[src/inc/axis_ctrl_pkg.sv]
// constants, register map and types for the single-axis start/stop/jog logic
// assumes pclk at 25 MHz and an apb master on the same clock
// How it works
// - a positioning run starts on the rising edge of the start input only.
// - a stop group selection of 1 gives a sudden stop using its own time in a positioning run; a stop during a jog is always a normal stop.
// - a repeated stop factor during a stop is ignored, mode kept.
// - speed and position phases share one speed, changeable after switch.
// - a reversing jog waits until the droop counter has reached zero.
// - jog limit above the overall limit flags an error and does not move.
package axis_ctrl_pkg;

    localparam int unsigned CLK_HZ        = 25_000_000;
    localparam int unsigned STOP_MIN_US   = 4000;
    localparam int unsigned STOP_MIN_CYC  =
        (STOP_MIN_US * (CLK_HZ / 1_000_000));

    // register byte offsets
    localparam logic [7:0] OFF_CTRL       = 8'h00;
    localparam logic [7:0] OFF_STATUS     = 8'h04;
    localparam logic [7:0] OFF_IRQ_STAT   = 8'h08;
    localparam logic [7:0] OFF_IRQ_MASK   = 8'h0C;
    localparam logic [7:0] OFF_SPEED      = 8'h10;
    localparam logic [7:0] OFF_DECEL      = 8'h14;
    localparam logic [7:0] OFF_SUDDEN     = 8'h18;
    localparam logic [7:0] OFF_JOG_LIM    = 8'h1C;
    localparam logic [7:0] OFF_SPD_LIM    = 8'h20;
    localparam logic [7:0] OFF_START_X    = 8'h24;
    localparam logic [7:0] OFF_CENTRE     = 8'h28;
    localparam logic [7:0] OFF_END        = 8'h2C;
    localparam logic [7:0] OFF_ABS_CTR    = 8'h30;
    localparam logic [7:0] OFF_ABS_END    = 8'h34;
    localparam logic [7:0] OFF_DROOP      = 8'h38;

    // control register bits
    localparam int unsigned CTRL_GRP1     = 0;
    localparam int unsigned CTRL_GRP2     = 1;
    localparam int unsigned CTRL_GRP3     = 2;
    localparam int unsigned CTRL_INC      = 3;
    localparam int unsigned CTRL_CHGOVER  = 4;
    localparam int unsigned CTRL_JOG_REV  = 5;
    localparam int unsigned CTRL_SGRP_LO  = 6;

    // interrupt bits
    localparam int unsigned IRQ_DONE      = 0;
    localparam int unsigned IRQ_STOP      = 1;
    localparam int unsigned IRQ_ERR       = 2;
    localparam int unsigned IRQ_W         = 3;

    localparam logic [15:0] ERR_JOG_LIMIT = 16'h0001;
    localparam logic [31:0] RESET_TIME    = 32'h0000_0010;
    localparam logic [31:0] RESET_SPEED   = 32'h0000_0100;

    typedef enum logic [1:0] {
        STOP_NONE,
        STOP_NORMAL,
        STOP_SUDDEN
    } stop_kind_t;

endpackage : axis_ctrl_pkg

[src/hdl/input_sync.sv]
// three-stage synchroniser for an asynchronous pin
// assumes the pin is slow against pclk
`timescale 1ns/1ps
`default_nettype none
module input_sync
    import axis_ctrl_pkg::*;
(
    input  wire logic pclk,
    input  wire logic presetn,
    input  wire logic pin,
    output var  logic level
);
    logic s1_reg;
    logic s2_reg;
    logic s3_reg;

    always_ff @(posedge pclk or negedge presetn) begin
        if (!presetn) begin
            s1_reg <= 1'b0;
            s2_reg <= 1'b0;
            s3_reg <= 1'b0;
        end else begin
            s1_reg <= pin;
            s2_reg <= s1_reg;
            s3_reg <= s2_reg;
        end
    end

    // a change counts only when stages two and three agree
    always_ff @(posedge pclk or negedge presetn) begin
        if (!presetn) begin
            level <= 1'b0;
        end else if (s2_reg == s3_reg) begin
            level <= s3_reg;
        end
    end
endmodule : input_sync
`default_nettype wire

[src/hdl/axis_start_stop_jog_control.sv]
// single-axis start, stop and jog sequencing with an apb register file
// assumes the start, stop and jog pins are asynchronous to pclk
//
// Added by the designer: the register offsets and the APB register port.
`timescale 1ns/1ps
`default_nettype none
module axis_start_stop_jog_control
    import axis_ctrl_pkg::*;
(
    input  wire logic        pclk,
    input  wire logic        presetn,
    input  wire logic        psel,
    input  wire logic        penable,
    input  wire logic        pwrite,
    input  wire logic [7:0]  paddr,
    input  wire logic [31:0] pwdata,
    output var  logic [31:0] prdata,
    output var  logic        pready,
    output var  logic        pslverr,
    input  wire logic        positioning_start_input,
    input  wire logic        axis_stop_input,
    input  wire logic        jog_start_input,
    input  wire logic        changeover_input,
    output var  logic        busy,
    output var  logic        axis_moving,
    output var  logic        irq
);
    ////////////////////////////////////////////////////////////////////////
    logic start_lvl, stop_lvl, jog_lvl, chg_lvl;
    logic start_d_reg, jog_d_reg, stop_d_reg;

    input_sync u_sync_start (.pclk(pclk), .presetn(presetn),
        .pin(positioning_start_input), .level(start_lvl));
    input_sync u_sync_stop (.pclk(pclk), .presetn(presetn),
        .pin(axis_stop_input), .level(stop_lvl));
    input_sync u_sync_jog (.pclk(pclk), .presetn(presetn),
        .pin(jog_start_input), .level(jog_lvl));
    input_sync u_sync_chg (.pclk(pclk), .presetn(presetn),
        .pin(changeover_input), .level(chg_lvl));

    // stop recognised only after a 4 ms continuous high
    logic [16:0] stop_cnt_reg;
    logic        stop_ok;
    always_ff @(posedge pclk or negedge presetn) begin
        if (!presetn) begin
            stop_cnt_reg <= '0;
        end else if (!stop_lvl) begin
            stop_cnt_reg <= '0;
        end else if (stop_cnt_reg != 17'(STOP_MIN_CYC)) begin
            stop_cnt_reg <= stop_cnt_reg + 17'h00001;
        end
    end
    assign stop_ok = (stop_cnt_reg == 17'(STOP_MIN_CYC));

    always_ff @(posedge pclk or negedge presetn) begin
        if (!presetn) begin
            start_d_reg <= 1'b0;
            jog_d_reg   <= 1'b0;
            stop_d_reg  <= 1'b0;
        end else begin
            start_d_reg <= start_lvl;
            jog_d_reg   <= jog_lvl;
            stop_d_reg  <= stop_ok;
        end
    end

    logic start_rise, jog_rise, stop_rise;
    assign start_rise = start_lvl & ~start_d_reg;
    assign jog_rise   = jog_lvl & ~jog_d_reg;
    assign stop_rise  = stop_ok & ~stop_d_reg;

    ////////////////////////////////////////////////////////////////////////
    logic [6:0]  ctrl_reg;
    logic [31:0] speed_reg, decel_reg, sudden_decel_time_reg;
    logic [31:0] jog_speed_limit_reg, overall_speed_limit_reg;
    logic [31:0] start_x_reg, centre_reg, end_reg;
    logic [31:0] abs_ctr_reg, abs_end_reg, droop_reg;
    logic [15:0] axis_error_number_reg;
    logic [IRQ_W-1:0] irq_stat_reg, irq_mask_reg;
    logic        wr_en;
    logic [IRQ_W-1:0] irq_set;

    assign wr_en = psel & penable & pwrite;

    always_ff @(posedge pclk or negedge presetn) begin
        if (!presetn) begin
            ctrl_reg                <= '0;
            speed_reg               <= RESET_SPEED;
            decel_reg               <= RESET_TIME;
            sudden_decel_time_reg   <= RESET_TIME;
            jog_speed_limit_reg     <= RESET_SPEED;
            overall_speed_limit_reg <= RESET_SPEED;
            start_x_reg             <= '0;
            centre_reg              <= '0;
            end_reg                 <= '0;
            irq_mask_reg            <= '0;
        end else if (wr_en) begin
            unique case (paddr)
                OFF_CTRL:     ctrl_reg <= pwdata[6:0];
                // speed writable when idle, with changeover disabled, or once the changeover input is on
                OFF_SPEED: begin
                    if (!busy || !ctrl_reg[CTRL_CHGOVER] || chg_lvl) begin
                        speed_reg <= pwdata;
                    end
                end
                OFF_DECEL:    decel_reg <= pwdata;
                OFF_SUDDEN:   sudden_decel_time_reg <= pwdata;
                OFF_JOG_LIM:  jog_speed_limit_reg <= pwdata;
                OFF_SPD_LIM:  overall_speed_limit_reg <= pwdata;
                OFF_START_X:  start_x_reg <= pwdata;
                OFF_CENTRE:   centre_reg <= pwdata;
                OFF_END:      end_reg <= pwdata;
                OFF_IRQ_MASK: irq_mask_reg <= pwdata[IRQ_W-1:0];
                default: ;
            endcase
        end
    end

    // incremental circular addresses relative to start
    always_ff @(posedge pclk or negedge presetn) begin
        if (!presetn) begin
            abs_ctr_reg <= '0;
            abs_end_reg <= '0;
        end else if (ctrl_reg[CTRL_INC]) begin
            abs_ctr_reg <= start_x_reg + centre_reg;
            abs_end_reg <= start_x_reg + end_reg;
        end else begin
            abs_ctr_reg <= centre_reg;
            abs_end_reg <= end_reg;
        end
    end

    // set wins over write-one-to-clear
    always_ff @(posedge pclk or negedge presetn) begin
        if (!presetn) begin
            irq_stat_reg <= '0;
        end else begin
            irq_stat_reg <= (irq_stat_reg
                & ~((wr_en && paddr == OFF_IRQ_STAT) ?
                    pwdata[IRQ_W-1:0] : {IRQ_W{1'b0}})) | irq_set;
        end
    end

    always_ff @(posedge pclk or negedge presetn) begin
        if (!presetn) begin
            irq <= 1'b0;
        end else begin
            irq <= |(irq_stat_reg & irq_mask_reg);
        end
    end

    ////////////////////////////////////////////////////////////////////////
    typedef enum logic [2:0] {
        S_IDLE, S_RUN, S_JOG_WAIT, S_JOG, S_STOPPING
    } axis_state_t;
    axis_state_t state_reg;
    stop_kind_t  stop_kind_reg;
    logic [31:0] decel_cnt_reg;
    logic        sudden_sel;
    logic [1:0]  grp_sel;
    logic        run_done;

    assign grp_sel    = ctrl_reg[CTRL_SGRP_LO +: 1] == 1'b0 ? 2'h0 : 2'h2;
    // group selection 1 means sudden stop
    assign sudden_sel = ctrl_reg[grp_sel];
    // motion modelled as running until the run length counter expires
    assign run_done   = (decel_cnt_reg == 32'h0000_0000);

    always_ff @(posedge pclk or negedge presetn) begin
        if (!presetn) begin
            state_reg             <= S_IDLE;
            stop_kind_reg         <= STOP_NONE;
            decel_cnt_reg         <= '0;
            axis_error_number_reg <= '0;
            droop_reg             <= '0;
            irq_set               <= '0;
        end else begin
            irq_set <= '0;
            unique case (state_reg)
                S_IDLE: begin
                    if (start_rise) begin
                        state_reg     <= S_RUN;
                        decel_cnt_reg <= speed_reg;
                    end else if (jog_rise) begin
                        if (jog_speed_limit_reg
                                > overall_speed_limit_reg) begin
                            axis_error_number_reg <= ERR_JOG_LIMIT;
                            irq_set[IRQ_ERR]      <= 1'b1;
                        end else if (ctrl_reg[CTRL_JOG_REV]) begin
                            state_reg <= S_JOG_WAIT;
                            droop_reg <= decel_reg;
                        end else begin
                            state_reg <= S_JOG;
                        end
                    end
                end
                S_RUN: begin
                    if (stop_rise) begin
                        state_reg     <= S_STOPPING;
                        stop_kind_reg <= sudden_sel ? STOP_SUDDEN
                                                    : STOP_NORMAL;
                        decel_cnt_reg <= sudden_sel ? sudden_decel_time_reg
                                                    : decel_reg;
                        irq_set[IRQ_STOP] <= 1'b1;
                    end else if (run_done) begin
                        state_reg        <= S_IDLE;
                        irq_set[IRQ_DONE] <= 1'b1;
                    end else begin
                        decel_cnt_reg <= decel_cnt_reg - 32'h0000_0001;
                    end
                end
                S_JOG_WAIT: begin
                    if (droop_reg == 32'h0000_0000) begin
                        state_reg <= S_JOG;
                    end else begin
                        droop_reg <= droop_reg - 32'h0000_0001;
                    end
                end
                S_JOG: begin
                    if (!jog_lvl || stop_rise) begin
                        state_reg     <= S_STOPPING;
                        stop_kind_reg <= STOP_NORMAL;
                        decel_cnt_reg <= decel_reg;
                    end
                end
                S_STOPPING: begin
                    if (run_done) begin
                        state_reg         <= S_IDLE;
                        stop_kind_reg     <= STOP_NONE;
                        irq_set[IRQ_DONE] <= 1'b1;
                    end else begin
                        decel_cnt_reg <= decel_cnt_reg - 32'h0000_0001;
                    end
                end
            endcase
        end
    end

    // busy from accepted start to completion
    always_ff @(posedge pclk or negedge presetn) begin
        if (!presetn) begin
            busy        <= 1'b0;
            axis_moving <= 1'b0;
        end else begin
            busy        <= (state_reg != S_IDLE);
            axis_moving <= (state_reg == S_RUN) || (state_reg == S_JOG)
                        || (state_reg == S_STOPPING);
        end
    end

    ////////////////////////////////////////////////////////////////////////
    always_ff @(posedge pclk or negedge presetn) begin
        if (!presetn) begin
            prdata  <= '0;
            pready  <= 1'b0;
            pslverr <= 1'b0;
        end else begin
            pready  <= psel & ~penable;
            pslverr <= 1'b0;
            if (psel && !penable) begin
                pslverr <= (paddr > OFF_DROOP) || (paddr[1:0] != 2'h0);
                unique case (paddr)
                    OFF_CTRL:     prdata <= {25'h0, ctrl_reg};
                    OFF_STATUS:   prdata <= {axis_error_number_reg, 9'h0,
                                             state_reg, stop_kind_reg,
                                             axis_moving, busy};
                    OFF_IRQ_STAT: prdata <= {29'h0, irq_stat_reg};
                    OFF_IRQ_MASK: prdata <= {29'h0, irq_mask_reg};
                    OFF_SPEED:    prdata <= speed_reg;
                    OFF_DECEL:    prdata <= decel_reg;
                    OFF_SUDDEN:   prdata <= sudden_decel_time_reg;
                    OFF_JOG_LIM:  prdata <= jog_speed_limit_reg;
                    OFF_SPD_LIM:  prdata <= overall_speed_limit_reg;
                    OFF_START_X:  prdata <= start_x_reg;
                    OFF_CENTRE:   prdata <= centre_reg;
                    OFF_END:      prdata <= end_reg;
                    OFF_ABS_CTR:  prdata <= abs_ctr_reg;
                    OFF_ABS_END:  prdata <= abs_end_reg;
                    OFF_DROOP:    prdata <= droop_reg;
                    default:      prdata <= '0;
                endcase
            end
        end
    end
endmodule : axis_start_stop_jog_control
`default_nettype wire

[config.mk]
export PLATFORM = sky130hd
export DESIGN_NAME = axis_start_stop_jog_control
export DESIGN_NICKNAME = d
export VERILOG_FILES = /design/src/inc/axis_ctrl_pkg.sv /design/src/hdl/input_sync.sv /design/src/hdl/axis_start_stop_jog_control.sv
export SDC_FILE = /design/constraint.sdc
export NUM_CORES = 1
export LEC_CHECK = 0
export ABC_AREA = 1
export BUFFER_PORTS_ARGS = -buffer_cell sky130_fd_sc_hd__buf_2
export CAP_MARGIN = 15
export CORE_MARGIN = 1.5
export CORE_UTILIZATION = 25
export CTS_CLUSTER_SIZE = 14
export DETAILED_ROUTE_END_ITERATION = 10
export SLEW_MARGIN = 0
export SYNTH_ARGS = -nofsm -noshare
export SYNTH_HDL_FRONTEND = slang
export SYNTH_SLANG_ARGS = --single-unit
[constraint.sdc]
create_clock -name pclk -period 2 [get_ports pclk]
set_input_delay 0.4 -clock pclk [delete_from_list [all_inputs] [get_ports pclk]]
set_output_delay 0.4 -clock pclk [all_outputs]
set_load 0.01 [all_outputs]
==> impl_summary.txt, run 1 <==
----------------------------------------------------
[Logic synthesis]
  Number of distinct standard cells referenced by the synthesized netlist ... 61
  Synth Warn # ... 0
  Post-Synth Adder-Cell Area ... 0.0469
  Main combinational cell family by area after synthesis ... simple AND/OR/NAND/NOR gates
  Share of synthesized flip-flops with an asynchronous set or reset ... 1.00
  Number of instances in the synthesized netlist ... 3,774
  Synthesized-area fraction occupied by and/or/nand/nor cells ... 0.280
  Fraction of synthesized area in multiplexers ... 0.000712
  Post-synthesis average cell area ... 7.45 sq um
  Compound-Gate Fraction of Synth Area ... 0.153
  Synthesis-stage register bit count ... 479
  Total nets after synthesis ... 3,924
  Post-Synth XOR/XNOR Area ... 0.0218
  Proportion of synthesized chip area in sequential cells ... 0.427
  Area of the mapped netlist ... 0.0281 sq mm
  Synth Flop Type ... dfrtp_1
  Post-synth EDFFs ... 0

[Drt]
  DRC errors left ... 0
  Final antenna-violating net count ... 0
  Final WL ... 116,000 microns
  TritonRoute pass-1 iters ... 7
  Vias per std cell ... 4.86
  Drt initial violations ... 2,744
  Wirelength per Cell ... 19.4 microns
  Total via count after detailed routing ... 29,100

[Flow run]
  Maximum Capacitance Violations ... 0

[Die]
  Total I/O pin count ... 86
  Die width ... 338 microns
  Vertical die dimension ... 338 microns
  Area of the die ... 0.114 sq mm
  Core region area ... 0.111 sq mm
  Number of placement rows ... 122
  Starting density of the core ... 0.253

[Global routing]
  Total congestion overflow ... 0
  Initial antenna violation count ... 4
  First-pass GRT wire length ... 174,000 microns
  Via count of the first global-routing pass ... 28,400
  Overall routing resource usage ... 0.196
  Pin count of the biggest net entering global routing ... 77

[Timing]
  Worst Setup Slack, final ... -518 ps
  Achievable frequency ... 0.397 GHz
  Hold Violations, Final ... 0
  Number of slew-limit violations in the final report ... 0
  RSZ-0062 raised after global routing ... yes
  Worst slew margin relative to its limit ... 0.571
  Sum Neg Setup Slack ... -20,550 ps
  Share of the clock period used by the worst path after layout ... 1.26
  Count of final setup violators ... 77
  Minimum hold slack ... 98.7 ps
  Worst Tran Pin Value ... 643 ps
  Tmin final ... 2520 ps
  Largest clock skew in the final design ... 45.7 ps

[Hold path]
  Tightest Hold Check Type ... input pin to flop
  Hold path startpoint ... paddr[7]
  End point of the worst hold path ... pslverr$_DFF_PN0_
  Worst hold stages ... 3

[Worst setup path]
  Worst R2R Start ... jog_speed_limit_reg[22]$_DFFE_PN0P_
  R2R depth ... 12
  Largest driver fanout on the critical path ... 14
  Setup slack of the worst register-to-register path ... -520 ps
  CP Data Required Time ... 2490 ps
  Type of element launching the critical path ... flop
  CP Data Arrival Time ... 3010 ps
  CP Class ... flop to flop
  Element type at the critical path end ... flop
  Endpoint of the most critical register-to-register path ... droop_reg[14]$_DFFE_PN0P_

[Final layout]
  Layout Nets ... 4,605
  Leading cell types in the layout, fill and taps excluded ... nand2_1 (975), buf_4 (581), dfrtp_1 (446), o21ai_0 (379), inv_1 (299)
  Final Instance Area ... 0.0405 sq mm
  Relative area change from synthesis to final layout ... 44.0%
  Commonest non-fill, non-tap cell in the layout ... nand2_1
  Fraction of layout cells with a size suffix above 1 ... 0.316

[Clock network]
  CTS tree ... yes
  Maximum number of buffers from clock root to sink ... 3
  Count of H-tree levels built during CTS ... 2
  Number of CTS-inserted buffers ... 56
  Clock transition time at the flip-flop clock pins of the worst setup and hold paths ... 60 ps
  Clk_lat worst skew ... 650 ps
  Number of sinks on the clock net ... 479
  Clock Root Buffer ... clkbuf_16

[Status]
  Outcome ... finished with violations
  Failing checks ... setup timing

[Placement]
  Pre-CTS setup slack ... -623 ps
  Cell area after placement ... 0.0348 sq mm
  Dpl hpwl ... 87,900 microns
  Count of input and output buffers ... 85
  GP Congestion ... 0.962

[Power]
  Highest ir drop seen on vdd ... 0.000576 V
  Leak pwr ... 18.7 nW
  Total power ... 0.0368 W
  Power density over the cells ... 911 mW/mm^2

----------------------------------------------------
-- through the flow --
| stage | cells | utilization |
|---|---|---|
| finish | 5990 | 0.364 |
| global route | 5986 | 0.364 |
| CTS | 5942 | 0.348 |
| detailed placement | 5803 | 0.313 |
| global placement | 5803 | 0.313 |
| floorplan | 3774 | - |
-- what timing repair did --
action,CTS,global route
endpoints found under the hold margin,223,0
cloned,7,3
hold buffers,5,0
endpoints found under the setup margin,118,122
buffers inserted,27,47
pin swaps,94,158
resized for setup,394,333
-- report_power, final --
group / switching (W) / total [W] / leakage, nW / internal, W
Clock: 0.00434 / 0.0104 / 0.906 / 0.00607
Combinational: 0.00922 / 0.0154 / 11.3 / 0.00616
Sequential: 0.000650 / 0.0111 / 6.50 / 0.0104
-- cell type report --
type | count | area [sq um]
Antenna cell | 4 | 10.0
Clock buffer | 84 | 1620
Clock inverter | 17 | 219
Fill cell | 11500 | 70700
Inverter | 335 | 1290
Multi-Input combinational cell | 2808 | 16900
Sequential cell | 479 | 12000
Tap cell | 1488 | 1860
Timing Repair Buffer | 775 | 6550
-- routing by layer --
metal / wire length, microns / share of wire / vias up / track usage
li1: - / - / 13900 / -
met5: 13 / 0.00011 / - / 0
met3: 7210 / 0.062 / 240 / 0.0247
met2: 53200 / 0.46 / 1049 / 0.321
met1: 50800 / 0.44 / 13900 / 0.265
met4: 4700 / 0.041 / 2 / 0.0653
-- worst max-delay path by stage --
| stage | startpoint | end | slack, ps | cells past startpoint |
|---|---|---|---|---|
| after floorplan | start_x_reg[0]$_DFFE_PN0P_ | abs_ctr_reg[30]$_DFF_PN0_ | 10 | 13 |
| after global placement | paddr[3] | prdata[3]$_DFFE_PN0P_ | -620 | 14 |
| after detailed placement | paddr[3] | prdata[3]$_DFFE_PN0P_ | -620 | 14 |
| after CTS | jog_speed_limit_reg[23]$_DFFE_PN0P_ | droop_reg[14]$_DFFE_PN0P_ | -520 | 12 |
| after global routing | jog_speed_limit_reg[22]$_DFFE_PN0P_ | droop_reg[22]$_DFFE_PN0P_ | -520 | 12 |
| final | jog_speed_limit_reg[22]$_DFFE_PN0P_ | droop_reg[14]$_DFFE_PN0P_ | -520 | 12 |
-- synth_stat cells, types with 6 or more instances --
cell      count  share of area
nor3_1       34         0.0061
buf_2        42         0.0075
xnor2_1      22         0.0069
nor4_1       11         0.0024
o21ai_0     444          0.079
a31oi_1       6         0.0013
o21ai_1      41         0.0073
or2_2        13         0.0029
o22ai_1      29         0.0065
nand2_2      18         0.0040
inv_1       309          0.041
a21oi_1     154          0.027
nand3b_1     16         0.0043
o21a_1       13         0.0035
nand2_1    1105           0.15
nand4_1      70          0.016
o21bai_1      9         0.0024
clkbuf_1     92          0.012
nor3_2        6         0.0021
dfrtp_1     474           0.42
ha_1         99          0.044
a221oi_1     38          0.012
xor2_1       48          0.015
a211oi_1     19         0.0051
nand3_1     269          0.048
buf_6         7         0.0028
nor2_1      276          0.037
nor2_2       11         0.0024
inv_2        24         0.0032
nor2_4        6         0.0024
a21o_1        6         0.0016
buf_1         6        0.00080
-- critical path, cell delays in order (launching register included) --
cell	delay (ps)
dfrtp_1	400
ha_1	320
nand2_2	60
nor2_2	130
nand3b_1	170
nor3b_4	260
buf_6	150
nand4_1	210
nand3_2	210
nand2_8	140
buf_12	200
nand2_1	60
o21ai_0	70
-- logic make-up (layout without fill, tap and decap cells) --
kind of cell / count (synthesis) / in the layout
and+or+nand+nor: 1850 / 1852
adders and majority gates: 105 / 105
buffers and inverters: 489 / 1211
muxes: 2 / 2
other: 0 / 4
DFF: 479 / 479
AOI/OAI and AO/OA: 779 / 779
xor gates and xnor gates: 70 / 70
No activity file was read; power rests on OpenSTA's default activity.
==> inputs of run 2 (changes only) <==
==> constraint.sdc (replaced) <==
create_clock -name pclk -period 2.2 [get_ports pclk]
set_input_delay 0.44 -clock pclk [delete_from_list [all_inputs] [get_ports pclk]]
set_output_delay 0.44 -clock pclk [all_outputs]
set_load 0.01 [all_outputs]
==> run 2 against run 1 <==
The flow still finishes with violations (setup timing). Sequential power decreased by 8%. Register-to-register slack improved by 290 ps. Power decreased by 12%. Final area decreased by 7.5%. Setup slack improved by 290 ps. Clock skew decreased by 9.7 ps. Clock power about the same. Hold slack improved by 34 ps. Via count decreased by 2.7%. Clock-buffer cell count decreased by 7.
==> impl_summary.txt, run 2 (same netlist as run 1, synthesis figures left out) <==
----------------------------------------------------
[Drt]
  Vias per std cell ... 4.91 (+1.0%)
  Total via count after detailed routing ... 28,300 (-2.7%)
  TritonRoute pass-1 iters ... 9 (+2)
  Final WL ... 111,000 microns (-4.5%)
  Drt initial violations ... 2,739 (-0.18%)
  Final antenna-violating net count ... 0 (unchanged)
  Wirelength per Cell ... 19.2 microns (-0.87%)
  DRC errors left ... 0 (unchanged)

[Power]
  Highest ir drop seen on vdd ... 0.000605 V (+5.1%)
  Total power ... 0.0326 W (-12%)
  Power density over the cells ... 871 mW/mm^2 (-4.3%)
  Leak pwr ... 17.3 nW (-7.4%)

[Final layout]
  Leading cell types in the layout, fill and taps excluded ... nand2_1 (1,022), dfrtp_1 (460), o21ai_0 (401), buf_4 (394), inv_1 (304)
  Fraction of layout cells with a size suffix above 1 ... 0.236 (-0.0801)
  Commonest non-fill, non-tap cell in the layout ... nand2_1
  Filler Cells Inserted ... 11,800 (+2.6%)
  Relative area change from synthesis to final layout ... 33.2%
  Layout Nets ... 4,381 (-4.9%)
  Final standard cell count with taps included and fillers excluded ... 5,771 (-3.7%)

[Clock network]
  CTS tree ... yes
  Clk_lat worst skew ... 650 ps (about the same)
  Number of CTS-inserted buffers ... 56 (unchanged)
  Count of H-tree levels built during CTS ... 2 (unchanged)
  Number of sinks on the clock net ... 479 (unchanged)
  Maximum number of buffers from clock root to sink ... 3 (unchanged)
  Clock transition time at the flip-flop clock pins of the worst setup and hold paths ... 60 ps (about the same)
  Clock Root Buffer ... clkbuf_16

[Worst setup path]
  CP Class ... flop to flop
  CP Data Required Time ... 2760 ps (+270 ps)
  Type of element launching the critical path ... flop
  Setup slack of the worst register-to-register path ... -230 ps (+290 ps)
  Worst R2R Start ... jog_speed_limit_reg[19]$_DFFE_PN0P_
  Largest driver fanout on the critical path ... 6 (-8)
  Element type at the critical path end ... flop
  R2R depth ... 14 (+2)
  Critical Path Start ... jog_speed_limit_reg[19]$_DFFE_PN0P_
  Worst Setup EP ... droop_reg[27]$_DFFE_PN0P_
  CP Data Arrival Time ... 2990 ps (-20 ps)
  Endpoint of the most critical register-to-register path ... droop_reg[27]$_DFFE_PN0P_

[Timing]
  Worst slew margin relative to its limit ... 0.560 (-0.0112)
  Largest clock skew in the final design ... 36.0 ps (-9.69 ps)
  RSZ-0062 raised after global routing ... yes
  Worst Setup Slack, final ... -226 ps (+292 ps)
  Count of final setup violators ... 34 (-56%)
  Number of slew-limit violations in the final report ... 0 (unchanged)
  Tmin final ... 2430 ps (-92.1 ps)
  Worst Tran Pin Value ... 660 ps (+16.8 ps)
  Achievable frequency ... 0.412 GHz (+3.8%)
  Hold Violations, Final ... 0 (unchanged)
  Share of the clock period used by the worst path after layout ... 1.10 (-0.156)

[Global routing]
  First-pass GRT wire length ... 166,000 microns (-4.3%)
  Pin count of the biggest net entering global routing ... 78 (+1.3%)
  Via count of the first global-routing pass ... 27,300 (-3.7%)
  Initial antenna violation count ... 1 (-3)
  Overall routing resource usage ... 0.186 (-0.00920)
  Total congestion overflow ... 0 (unchanged)

[Hold path]
  Tightest Hold Check Type ... input pin to flop

[Flow run]
  Maximum Capacitance Violations ... 0 (unchanged)

[Placement]
  Total instance count after detailed placement ... 5,622 (-3.1%)
  GP Congestion ... 0.986 (+2.4%)
  Pre-CTS setup slack ... -176 ps (+447 ps)
  Count of input and output buffers ... 85 (unchanged)
  Dpl hpwl ... 84,900 microns (-3.4%)

[Die]
  Core region area ... 0.111 sq mm (unchanged)
  Vertical die dimension ... 338 microns (unchanged)
  Total I/O pin count ... 86 (unchanged)
  Area of the die ... 0.114 sq mm (unchanged)
  Die width ... 338 microns (unchanged)
  Number of placement rows ... 122 (unchanged)
  Starting density of the core ... 0.253 (unchanged)

[Status]
  Failing checks ... setup timing
  Outcome ... finished with violations

----------------------------------------------------
run 2: changes by cell type in the layout (fill, tap and decap cells not counted), moves of 22 or more:
cell / delta
buf_4: -187
nand3_2: -30
buf_6: -32
ha_4: -24
nor2_1: +28
nand3_1: +45
o21ai_0: +22
nand2_4: -23
nand2_1: +47
run 2: power breakdown:
group	internal, W	switching [W]
Sequential	0.00945	0.000709
Clock	0.00642	0.00413
Combinational	0.00437	0.00751
Total	0.0202	0.0124
run 2: worst min-delay path by stage:
stage	slack, ps	end	cells past startpoint	from
4_1_cts	110	pslverr$_DFF_PN0_	3	paddr[6]
3_5_place_dp	330	u_sync_chg.s2_reg$_DFF_PN0_	0	u_sync_chg.s1_reg$_DFF_PN0_
2_1_floorplan	140	abs_ctr_reg[0]$_DFF_PN0_	0	presetn
5_1_grt	140	pslverr$_DFF_PN0_	3	paddr[6]
3_3_place_gp	330	u_sync_stop.s2_reg$_DFF_PN0_	0	u_sync_stop.s1_reg$_DFF_PN0_
6_report	130	prdata[1]$_DFFE_PN0P_	4	penable
run 2: cell type report:
type	count	area, sq um	area share
Antenna cell	4	10.0	0.000267
Clock inverter	29	459	0.0123
Timing Repair Buffer	552	4720	0.126
Sequential cell	479	12000	0.321
Multi-Input combinational cell	2807	15500	0.413
Tap cell	1488	1860	0.0498
Clock buffer	77	1640	0.0438
Inverter	335	1270	0.0338
run 2: per-layer routing:
layer / global-route usage / wire length (microns) / vias up
li1: - / - / 13500
met3: 0.0217 / 6660 / 180
met4: 0.0521 / 3470 / 2
met1: 0.260 / 49800 / 13700
met2: 0.302 / 50800 / 969
met5: 0 / 19 / -
run 2: timing repair:
item | in CTS | in global routing
pin swaps | 10 | 52
gates cloned | 3 | 5
setup endpoints to repair | 62 | 110
buffers inserted | 8 | 18
hold buffers | 5 | 0
hold endpoints to repair | 26 | 0
gates resized for setup | 57 | 296
run 2: worst max-delay path, stage by stage (launching register included):
cell and delay, ps:
dfrtp_1 410, ha_4 300, buf_6 90, nand3_2 70, nand3b_1 170, nor3b_2 180, buf_4 170, nand4_1 110
buf_6 160, nand3_4 140, nand2_8 140, inv_8 140, clkbuf_16 160, nand2_4 40, nand2_2 60
run 2: metrics by stage:
step / hold WS, ps / setup TNS, ps / area, sq um / utilization
3_5_place_dp: 335 / -7160 / 33500 / 0.301
2_1_floorplan: 144 / 0 / 28100 / -
4_1_cts: 109 / -4390 / 36000 / 0.324
5_1_grt: 135 / -9870 / 37400 / 0.337
3_3_place_gp: 335 / -4760 / 33500 / 0.301
6_report: 133 / -6100 / 37400 / 0.337
